$ cat src/core/ast_defs.svh
// register map, field positions, reset values and timing counts of the serial transmitter
`ifndef AST_DEFS_SVH
`define AST_DEFS_SVH

// register indices; the byte address is four times the index
`define AST_IDX_INTERRUPT_CONTROL 10'h00b
`define AST_IDX_PERIPHERAL_INT_FLAGS 10'h00c
`define AST_IDX_RECEIVE_STATUS_CONTROL 10'h018
`define AST_IDX_TRANSMIT_HOLDING 10'h019
`define AST_IDX_PERIPHERAL_INT_ENABLES 10'h08c
`define AST_IDX_TRANSMIT_STATUS_CONTROL 10'h098
`define AST_IDX_BAUD_DIVISOR 10'h099

// field positions
`define AST_BIT_GLOBAL_INT_ENABLE 7
`define AST_BIT_PERIPHERAL_INT_ENABLE 6
`define AST_BIT_TX_INT_FLAG 4
`define AST_BIT_TX_INT_ENABLE 4
`define AST_BIT_SERIAL_PORT_ENABLE 7
`define AST_BIT_NINE_BIT_TX_SELECT 6
`define AST_BIT_TX_ENABLE 5
`define AST_BIT_SYNC_SELECT 4
`define AST_BIT_HIGH_SPEED_SELECT 2
`define AST_BIT_TX_SHIFT_EMPTY 1
`define AST_BIT_TX_NINTH_BIT 0

// reset values
`define AST_RST_INTERRUPT_CONTROL 8'h00
`define AST_RST_PERIPHERAL_INT_FLAGS 8'h00
`define AST_RST_RECEIVE_STATUS_CONTROL 8'h00
`define AST_RST_PERIPHERAL_INT_ENABLES 8'h00
`define AST_RST_TRANSMIT_STATUS_CONTROL 8'h02
`define AST_RST_BAUD_DIVISOR 8'h00

// writable bits; the rest are hardware status or unimplemented
`define AST_WMASK_PERIPHERAL_INT_FLAGS 8'hef
`define AST_WMASK_RECEIVE_STATUS_CONTROL 8'hf0
`define AST_WMASK_TRANSMIT_STATUS_CONTROL 8'hf5

// divisor ticks per bit, minus one, for each range
`define AST_TICKS_LAST_NORMAL 6'h3f
`define AST_TICKS_LAST_FAST 6'h0f

// bits sent after the start bit: nine-bit and eight-bit frames
`define AST_BITS_LEFT_NINE 4'ha
`define AST_BITS_LEFT_EIGHT 4'h9

// transmit buffer shape
`define AST_FIFO_WIDTH 9
`define AST_FIFO_DEPTH 4

`endif

$ cat src/core/ast_pkg.sv
// types shared by the serial transmitter modules
package ast_pkg;

  // transmit shifter state
  typedef enum logic [0:0] {
    AST_ST_IDLE = 1'b0,
    AST_ST_SEND = 1'b1
  } ast_tx_state_t;

  // one register byte
  typedef logic [7:0] ast_byte_t;

endpackage

$ cat src/core/ast_stream_if.sv
// valid/ready word stream between the register side, the buffer and the shifter
`timescale 1ns/1ps
interface ast_stream_if #(parameter int W = 9);
  logic valid; // word offered
  logic ready; // word accepted when valid is high too
  logic [W-1:0] data; // the word
  modport src (output valid, output data, input ready);
  modport snk (input valid, input data, output ready);
endinterface

$ cat src/core/ast_fifo.sv
// small first-in first-out buffer with valid/ready on both sides
`timescale 1ns/1ps
module ast_fifo #(
  parameter int WIDTH = 9,
  parameter int DEPTH = 4
) (
  input wire logic clk_i,
  input wire logic reset_i,
  ast_stream_if.snk in_s,
  ast_stream_if.src out_s
);
  // depth must be a power of two; pointers carry one wrap bit
  localparam int AW = $clog2(DEPTH);

  logic [WIDTH-1:0] mem_r [DEPTH]; // storage words
  logic [AW:0] wp_r; // write pointer with wrap bit
  logic [AW:0] rp_r; // read pointer with wrap bit

  wire logic full = (wp_r[AW] != rp_r[AW]) && (wp_r[AW-1:0] == rp_r[AW-1:0]);
  wire logic empty = (wp_r == rp_r);
  wire logic push = in_s.valid & ~full;
  wire logic pop = out_s.ready & ~empty;

  // handshake toward both sides
  assign in_s.ready = ~full;
  assign out_s.valid = ~empty;
  assign out_s.data = mem_r[rp_r[AW-1:0]];

  // pointer update
  always_ff @(posedge clk_i or posedge reset_i) begin
    if (reset_i) begin
      wp_r <= '0;
      rp_r <= '0;
    end else begin
      if (push) begin
        wp_r <= wp_r + 1'b1;
      end
      if (pop) begin
        rp_r <= rp_r + 1'b1;
      end
    end
  end

  // storage words, one process per slot
  for (genvar g = 0; g < DEPTH; g++) begin : g_slot
    always_ff @(posedge clk_i or posedge reset_i) begin
      if (reset_i) begin
        mem_r[g] <= '0;
      end else if (push && (wp_r[AW-1:0] == AW'(g))) begin
        mem_r[g] <= in_s.data;
      end
    end
  end
endmodule

$ cat src/core/ast_top.sv
// asynchronous serial transmitter with its registers on an APB slave port
`timescale 1ns/1ps
`include "ast_defs.svh"
module ast_top (
  input wire logic clk_i,
  input wire logic reset_i,
  input wire logic psel_i,
  input wire logic penable_i,
  input wire logic pwrite_i,
  input wire logic [11:0] paddr_i,
  input wire logic [31:0] pwdata_i,
  output logic [31:0] prdata_o,
  output logic pready_o,
  output logic pslverr_o,
  output logic tx_o,
  output logic tx_oe_o,
  output logic tx_int_o
);

  // bus decode
  // a transfer completes in its access cycle; no wait states are inserted
  // only aligned words at a register index hit; anything else is refused

  // true when a byte address lands on the word of a register index
  function automatic logic reg_hit(input logic [11:0] addr, input logic [9:0] idx);
    return (addr[1:0] == 2'h0) && (addr[11:2] == idx);
  endfunction

  wire logic bus_setup = psel_i & ~penable_i; // first cycle of a transfer
  wire logic bus_access = psel_i & penable_i; // completing cycle, no wait states
  wire logic bus_wr = bus_access & pwrite_i; // write takes effect here
  wire ast_pkg::ast_byte_t wr_byte = pwdata_i[7:0]; // only the low byte is stored

  // one hit per register
  wire logic hit_intctl = reg_hit(paddr_i, `AST_IDX_INTERRUPT_CONTROL);
  wire logic hit_pirf = reg_hit(paddr_i, `AST_IDX_PERIPHERAL_INT_FLAGS);
  wire logic hit_receive_status_control = reg_hit(paddr_i, `AST_IDX_RECEIVE_STATUS_CONTROL);
  wire logic hit_hold = reg_hit(paddr_i, `AST_IDX_TRANSMIT_HOLDING);
  wire logic hit_pie = reg_hit(paddr_i, `AST_IDX_PERIPHERAL_INT_ENABLES);
  wire logic hit_transmit_status_control = reg_hit(paddr_i, `AST_IDX_TRANSMIT_STATUS_CONTROL);
  wire logic hit_baud = reg_hit(paddr_i, `AST_IDX_BAUD_DIVISOR);
  wire logic hit_any = hit_intctl | hit_pirf | hit_receive_status_control | hit_hold | hit_pie |
                       hit_transmit_status_control | hit_baud;

  // write strobes
  wire logic wr_intctl = bus_wr & hit_intctl;
  wire logic wr_pirf = bus_wr & hit_pirf;
  wire logic wr_receive_status_control = bus_wr & hit_receive_status_control;
  wire logic wr_hold = bus_wr & hit_hold;
  wire logic wr_pie = bus_wr & hit_pie;
  wire logic wr_transmit_status_control = bus_wr & hit_transmit_status_control;
  wire logic wr_baud = bus_wr & hit_baud;

  // software registers
  // each register stores only its writable bits so unimplemented ones read zero
  // hardware-owned status stays outside these flops and is merged on read

  ast_pkg::ast_byte_t intctl_r; // interrupt_control, fully writable
  ast_pkg::ast_byte_t pirf_r; // peripheral_int_flags, software bits only
  ast_pkg::ast_byte_t receive_status_control_r; // receive_status_control, control bits only
  ast_pkg::ast_byte_t pie_r; // peripheral_int_enables
  ast_pkg::ast_byte_t transmit_status_control_r; // transmit_status_control, software bits only
  ast_pkg::ast_byte_t baud_r; // baud_divisor
  logic flag_r; // tx_int_flag, owned by hardware
  logic [31:0] prdata_r; // read data captured in the setup cycle

  // interrupt_control
  always_ff @(posedge clk_i or posedge reset_i) begin
    if (reset_i) begin
      intctl_r <= `AST_RST_INTERRUPT_CONTROL;
    end else if (wr_intctl) begin
      intctl_r <= wr_byte;
    end
  end

  // peripheral_int_flags: the transmit flag bit is read-only here
  always_ff @(posedge clk_i or posedge reset_i) begin
    if (reset_i) begin
      pirf_r <= `AST_RST_PERIPHERAL_INT_FLAGS;
    end else if (wr_pirf) begin
      pirf_r <= wr_byte & `AST_WMASK_PERIPHERAL_INT_FLAGS;
    end
  end

  // receive_status_control: only the enable and receiver control bits store
  always_ff @(posedge clk_i or posedge reset_i) begin
    if (reset_i) begin
      receive_status_control_r <= `AST_RST_RECEIVE_STATUS_CONTROL;
    end else if (wr_receive_status_control) begin
      receive_status_control_r <= wr_byte & `AST_WMASK_RECEIVE_STATUS_CONTROL;
    end
  end

  // peripheral_int_enables
  always_ff @(posedge clk_i or posedge reset_i) begin
    if (reset_i) begin
      pie_r <= `AST_RST_PERIPHERAL_INT_ENABLES;
    end else if (wr_pie) begin
      pie_r <= wr_byte;
    end
  end

  // transmit_status_control: the empty bit and bit 3 never store
  always_ff @(posedge clk_i or posedge reset_i) begin
    if (reset_i) begin
      transmit_status_control_r <= `AST_RST_TRANSMIT_STATUS_CONTROL & `AST_WMASK_TRANSMIT_STATUS_CONTROL;
    end else if (wr_transmit_status_control) begin
      transmit_status_control_r <= wr_byte & `AST_WMASK_TRANSMIT_STATUS_CONTROL;
    end
  end

  // baud_divisor; software sets it before enabling, a change mid-frame
  // takes effect at the next divisor reload
  always_ff @(posedge clk_i or posedge reset_i) begin
    if (reset_i) begin
      baud_r <= `AST_RST_BAUD_DIVISOR;
    end else if (wr_baud) begin
      baud_r <= wr_byte;
    end
  end

  // control fields
  // named taps on the stored bits keep the datapath free of field positions
  // the shifter runs only in asynchronous mode with the transmitter enabled

  wire logic port_en = receive_status_control_r[`AST_BIT_SERIAL_PORT_ENABLE];
  wire logic sync_sel = transmit_status_control_r[`AST_BIT_SYNC_SELECT];
  wire logic tx_en = transmit_status_control_r[`AST_BIT_TX_ENABLE];
  wire logic fast_sel = transmit_status_control_r[`AST_BIT_HIGH_SPEED_SELECT];
  wire logic nine_sel = transmit_status_control_r[`AST_BIT_NINE_BIT_TX_SELECT];
  wire logic ninth_bit = transmit_status_control_r[`AST_BIT_TX_NINTH_BIT];

  // the port runs asynchronously only when enabled and not synchronous
  wire logic port_async = port_en & ~sync_sel;
  wire logic tx_run = port_async & tx_en;

  // transmit enable going from clear to set
  wire logic tx_en_rise = wr_transmit_status_control & wr_byte[`AST_BIT_TX_ENABLE] & ~tx_en;

  // holding buffer
  // bytes queue here so software may write ahead of the line
  // a write to a full buffer is refused rather than overwriting queued data

  ast_stream_if #(.W(`AST_FIFO_WIDTH)) hold_s (); // bus into buffer
  ast_stream_if #(.W(`AST_FIFO_WIDTH)) shift_s (); // buffer into shifter

  // a holding write queues the byte with the ninth bit already stored
  assign hold_s.valid = wr_hold;
  assign hold_s.data = {ninth_bit, wr_byte};
  wire logic hold_take = wr_hold & hold_s.ready; // byte accepted

  ast_fifo #(
    .WIDTH(`AST_FIFO_WIDTH),
    .DEPTH(`AST_FIFO_DEPTH)
  ) u_hold (
    .clk_i(clk_i),
    .reset_i(reset_i),
    .in_s(hold_s),
    .out_s(shift_s)
  );

  // baud generator and shifter
  // the divisor counter makes ticks and the tick counter groups them into bits
  // both restart at each load so every frame starts on a whole bit

  ast_pkg::ast_tx_state_t state_r; // shifter state
  logic [7:0] div_cnt_r; // counts divisor+1 clocks per tick
  logic [5:0] tick_cnt_r; // counts ticks within one bit
  logic [9:0] shreg_r; // bits still to send after the current one
  logic [3:0] left_r; // number of bits still to send
  logic tx_r; // line level

  // a bit lasts 64 or 16 ticks of divisor+1 clocks each
  wire logic [5:0] tick_last = fast_sel ? `AST_TICKS_LAST_FAST : `AST_TICKS_LAST_NORMAL;
  wire logic sending = (state_r == ast_pkg::AST_ST_SEND);
  wire logic div_tick = sending & (div_cnt_r == 8'h00);
  wire logic bit_end = div_tick & (tick_cnt_r == tick_last);
  wire logic frame_done = bit_end & (left_r == 4'h0); // stop bit finished

  // a new byte is taken when idle or right at the end of a stop bit
  assign shift_s.ready = tx_run & (~sending | frame_done);
  wire logic load = shift_s.ready & shift_s.valid;

  // divisor counter: reload after each tick, held at the divisor while idle
  always_ff @(posedge clk_i or posedge reset_i) begin
    if (reset_i) begin
      div_cnt_r <= 8'h00;
    end else if (!sending || div_tick) begin
      div_cnt_r <= baud_r;
    end else begin
      div_cnt_r <= div_cnt_r - 8'h01;
    end
  end

  // tick counter: restarts with each frame and each bit
  always_ff @(posedge clk_i or posedge reset_i) begin
    if (reset_i) begin
      tick_cnt_r <= 6'h00;
    end else if (!sending || bit_end) begin
      tick_cnt_r <= 6'h00;
    end else if (div_tick) begin
      tick_cnt_r <= tick_cnt_r + 6'h01;
    end
  end

  // frame words: stop, ninth or filler stop, then data, sent from bit 0
  wire logic [9:0] frame_nine = {1'b1, shift_s.data};
  wire logic [9:0] frame_eight = {2'h3, shift_s.data[7:0]};
  wire logic [3:0] left_load = nine_sel ? `AST_BITS_LEFT_NINE : `AST_BITS_LEFT_EIGHT;

  // shifter; losing the enable aborts the frame and idles the line
  always_ff @(posedge clk_i or posedge reset_i) begin
    if (reset_i) begin
      state_r <= ast_pkg::AST_ST_IDLE;
      shreg_r <= 10'h3ff;
      left_r <= 4'h0;
      tx_r <= 1'b1;
    end else if (!tx_run) begin
      state_r <= ast_pkg::AST_ST_IDLE;
      tx_r <= 1'b1;
    end else if (load) begin
      state_r <= ast_pkg::AST_ST_SEND;
      shreg_r <= nine_sel ? frame_nine : frame_eight;
      left_r <= left_load;
      tx_r <= 1'b0;
    end else if (frame_done) begin
      state_r <= ast_pkg::AST_ST_IDLE;
      tx_r <= 1'b1;
    end else if (bit_end) begin
      tx_r <= shreg_r[0];
      shreg_r <= {1'b1, shreg_r[9:1]};
      left_r <= left_r - 4'h1;
    end
  end

  // shift register empty: idle, even in the cycle that takes a byte from the buffer
  wire logic shift_empty = ~sending;

  // transmit flag and interrupt gating
  // the flag tells software that another byte may be written
  // the request is a plain level, gated by three enables

  // set on enable or on a load into the shifter; set beats the clear
  // that an accepted holding write makes
  wire logic flag_set = tx_en_rise | load;
  wire logic flag_nxt = flag_set ? 1'b1 : (hold_take ? 1'b0 : flag_r);

  // transmit flag
  always_ff @(posedge clk_i or posedge reset_i) begin
    if (reset_i) begin
      flag_r <= 1'b0;
    end else begin
      flag_r <= flag_nxt;
    end
  end

  // interrupt request needs all three enables
  assign tx_int_o = flag_r & pie_r[`AST_BIT_TX_INT_ENABLE] &
                    intctl_r[`AST_BIT_PERIPHERAL_INT_ENABLE] &
                    intctl_r[`AST_BIT_GLOBAL_INT_ENABLE];

  // read back
  // status bits are merged here rather than stored with software bits
  // read data is registered so the bus sees a stable value in the access cycle

  // flag and status bits merged into their registers
  wire ast_pkg::ast_byte_t pirf_rd = {pirf_r[7:5], flag_r, pirf_r[3:0]};
  wire ast_pkg::ast_byte_t transmit_status_control_rd = {transmit_status_control_r[7:2], shift_empty, transmit_status_control_r[0]};

  // holding register is write-only and reads as zero
  wire ast_pkg::ast_byte_t rd_byte =
    hit_intctl ? intctl_r :
    hit_pirf ? pirf_rd :
    hit_receive_status_control ? receive_status_control_r :
    hit_pie ? pie_r :
    hit_transmit_status_control ? transmit_status_control_rd :
    hit_baud ? baud_r :
    8'h00;

  // read data captured at the setup edge, held through the access cycle
  always_ff @(posedge clk_i or posedge reset_i) begin
    if (reset_i) begin
      prdata_r <= 32'h0000_0000;
    end else if (bus_setup) begin
      prdata_r <= {24'h00_0000, rd_byte};
    end
  end

  // outputs
  // the bus answers in the access cycle, so ready is tied high
  // the line idles high whenever the transmitter is stopped

  // zero wait states; error on an unmapped word or a write to a full buffer
  assign pready_o = 1'b1;
  assign pslverr_o = bus_access & (~hit_any | (wr_hold & ~hold_s.ready));
  assign prdata_o = prdata_r;

  // line driven only while the port is in asynchronous mode; a stopped
  // transmitter forces the idle level at once instead of one clock later
  assign tx_o = tx_r | ~tx_run;
  assign tx_oe_o = port_async;

endmodule

$ cat config.mk
export PLATFORM = sky130hd
export DESIGN_NAME = ast_top
export DESIGN_NICKNAME = d
export VERILOG_FILES = /design/src/core/ast_pkg.sv /design/src/core/ast_stream_if.sv /design/src/core/ast_fifo.sv /design/src/core/ast_top.sv
export VERILOG_INCLUDE_DIRS = /design/src /design/src/core
export SDC_FILE = /design/constraint.sdc
export NUM_CORES = 1
export LEC_CHECK = 0
export BUFFER_PORTS_ARGS = -buffer_cell sky130_fd_sc_hd__buf_4
export CORE_AREA = 5 5 134 104
export CTS_CLUSTER_SIZE = 20
export DETAILED_ROUTE_END_ITERATION = 16
export DIE_AREA = 0 0 139 109
export PLACE_DENSITY = 0.7
export SLEW_MARGIN = 40
export SYNTH_ARGS = -nofsm -noshare
export SYNTH_HDL_FRONTEND = slang
export SYNTH_SLANG_ARGS = --single-unit
$ cat constraint.sdc
create_clock -name clk_i -period 7.6 [get_ports clk_i]
set_clock_uncertainty 0.1 [all_clocks]
set_input_delay 0.76 -clock clk_i [delete_from_list [all_inputs] [get_ports clk_i]]
set_output_delay 0.76 -clock clk_i [all_outputs]
set_load 0.02 [all_outputs]
==> flow_summary_export.csv <==
group,metric,value,unit
clock_network,ctsHoldBuffers,0,
sta,fin_tns_setup,0,ps
yosys,synth.top_cells.by_area,"dfrtp_1 (45%), mux2_2 (15%), dfstp_2 (4.3%)",
job,maxCapViolCount,0,
global_route,grt_pass1_vias,4265,
power,p_sw_frac,0.2189,
yosys,yosys_register_bits,121,
worst_setup_path,critPathMaxFanout,9,
yosys,synth_top_area_cell,"dfrtp_1",
die,core,12610,um^2
clock_network,cts_tree,"yes",
die,fp.dieArea,15150,um^2
yosys,synth_warnings,0,
die,rows,36,
finish,n_antenna_cell,0,
power,p_sw,0.3536,mW
placement,placed_area,6464,um^2
clock_network,cts_htree_levels,4,
routing,drc_errors,0,
clock_network,cts_buffer_depth,2,
yosys,netlist_area,6128,um^2
finish,drive_gt1_frac,0.3403,
power,intPower,1.262,mW
power,seq_power_share,0.403,
global_route,overflow,0,
clock_network,clk_root_buffer_cell,"clkbuf_16",
yosys,syn_inst,521,
clock_network,cts_buffers,17,
sta,max_freq,0.2865,GHz
worst_setup_path,worstPathArrival,2630,ps
routing,dr.pass1.iters,4,
sta,finalMaxSlewViolations,0,
finish,instances_no_fill,744,
sta,period_needed,3490,ps
clock_network,clock_latency,420,ps
sta,fin_hold_ws,254.5,ps
power,power_frac_comb,0.045,
placement,hpwl,9.619,mm
power,p_clk_frac,0.552,
sta,fin_crit_sh,0.4592,
power,ir_drop,0.1537,mV
placement,dp_cells,712,
die,fp.dieH,109,um
sta,finalSetupViolCount,0,
clock_network,clock-sinks,121,
status,status,"finished, final reports clean",
placement,io_buffers,36,
yosys,synth_edf_count,0,
clock_network,cts_setup_buffers,0,
die,pin_count,86,
hold_path,hp-class,"input pin to asynchronous set/reset pin",
yosys,syn_avg_cell_area,11.76,um^2
clock_network,ctsResizeCount,0,
global_route,grt_pass1_wl,22.80,mm
sta,hold_violations,0,
finish,most-common-layout-cells,"dfrtp_1 (111), mux2_2 (80), buf_4 (38)",
sta,rsz0062_at_grt,"no",
finish,stdcell_area,7134,um^2
clock_network,clkTransAtPathRegs,60,ps
yosys,yosysTopAreaCellShare,0.4532,
worst_setup_path,worstPathRequired,6740,ps
finish,nNetsFinal,618,
yosys,synthArstFlopShare,1.000,
yosys,synth-main-ff-cell,"dfrtp_1",
power,powerDensity,226.5,nW/um^2
global_route,grt.total_usage,0.1937,
routing,routed_wl,13.90,mm
sta,relSlewSlack,0.4531,
global_route,grt_max_degree,91,
yosys,seq_area_frac_synth,0.4961,
routing,vias,4180,
global_route,grt_antenna_before_repair,0,
yosys,ys_types,61,
sta,tightest_slew,817.8,ps
routing,initialDrtViolationCount,333,
worst_setup_path,end_kind,"output port",
routing,routed_via_density,5.618,
finish,layout_commonest_cell,"dfrtp_1",
placement,place_congestion,0.8465,
routing,detail-route-antenna-nets,0,
finish,area_growth,16.41,%
die,die_w,139,um
finish,fillers,1043,
routing,post_drt_wl_per_cell,18.69,um
finish,final_util,0.5657,
worst_setup_path,critical_path_class,"input pin to output port",
worst_setup_path,critPathLaunchType,"input pin",
power,p_leak,3.361,nW
die,start_util,0.4859,
power by group through the flow:
stage	sequential, mW	combinational, mW	clock (mW)
after global routing	0.651	0.0798	0.936
final	0.651	0.0726	0.892
after CTS	0.651	0.0727	0.903
after detailed placement	0.662	0.0725	0
after global placement	0.662	0.0707	0
after floorplan	0.666	0.0466	0
routing by layer:
metal  up-vias  track usage  wire (um)
li1       1921            -          -
met1      2118       0.2837       6726
met2       120       0.2845       6254
met3        21      0.04822        724
met4         0      0.06285        199
met5         -            0          0
worst max-delay path: stages:
cell and delay, ps:
buf_4 110, nor4_1 450, nand3_1 430, or2_2 530, o21ai_0 110, a21oi_1 80, buf_4 160
cells in the mapped netlist (6+ instances only):
cell      count
a21oi_1      16
buf_4        25
clkbuf_1     10
dfrtp_1     111
dfstp_2      10
ha_1          9
inv_1        11
mux2_2       80
mux2_4        6
mux4_2        9
nand2_1      35
nand2b_1      6
nand3_1      13
nor2_1       28
nor3_1       12
nor3b_1       6
o21ai_0      23
xnor2_1      13
xor2_1        6
layout make-up:
cell class                 instances  area (um^2)  area share
tap                              171        214.0     0.02999
multi-input combinational        370         2878      0.4034
inverter                          11        43.79    0.006138
sequential                       121         3040      0.4262
timing repair buffer              39        299.0     0.04192
clock buffer                      18        439.2     0.06156
clock inverter                    14        220.2     0.03087
state kept, by name, indices dropped and copies added, names as in the netlist, 6 cells and up:
name                       flops
prdata_o                       8
div_cnt_r                      8
tick_cnt_r                     6
baud_r                         8
pie_r                          8
intctl_r                       8
u_hold.mem_r                  36
transmit_status_control_r      6
shreg_r                        9
pirf_r                         7
logic make-up after synthesis:
family / Yosys count / share of synthesized area
flip-flops: 121 / 0.4961
adder cells (fa/ha/maj): 9 / 0.01838
buffers and inverters: 53 / 0.05043
other: 2 / 0.001225
XOR/XNOR: 19 / 0.02715
AND/OR/NAND/NOR: 144 / 0.1264
AO/OA/AOI/OAI: 76 / 0.08208
multiplexers: 97 / 0.1982
path summary, 6_finish.rpt:
path	end	cells after the start	start	slack, ps
worst max-delay path	pslverr_o	7	paddr_i[1]	4110
worst min-delay path	left_r[3]$_DFFE_PP0P_	2	reset_i	250
worst max register to register	u_hold.rp_r[1]$_DFFE_PP0N_	7	div_cnt_r[0]$_DFF_PP0_	4530
worst min register to register	u_hold.rp_r[2]$_DFFE_PP0N_	1	u_hold.rp_r[2]$_DFFE_PP0N_	400
max in group asynchronous	intctl_r[0]$_DFFE_PP0P_	3	reset_i	6060
min in group clk_i	u_hold.rp_r[2]$_DFFE_PP0N_	1	u_hold.rp_r[2]$_DFFE_PP0N_	400
through the flow:
step                      worst slack [ps]  total power [mW]
after floorplan                       3542            0.7127
after global placement                4119            0.7330
after detailed placement              4090            0.7349
after CTS                             4198             1.627
after global routing                  3961             1.667
final                                 4110             1.616
Note: power is estimated with default switching activity, not from simulation.
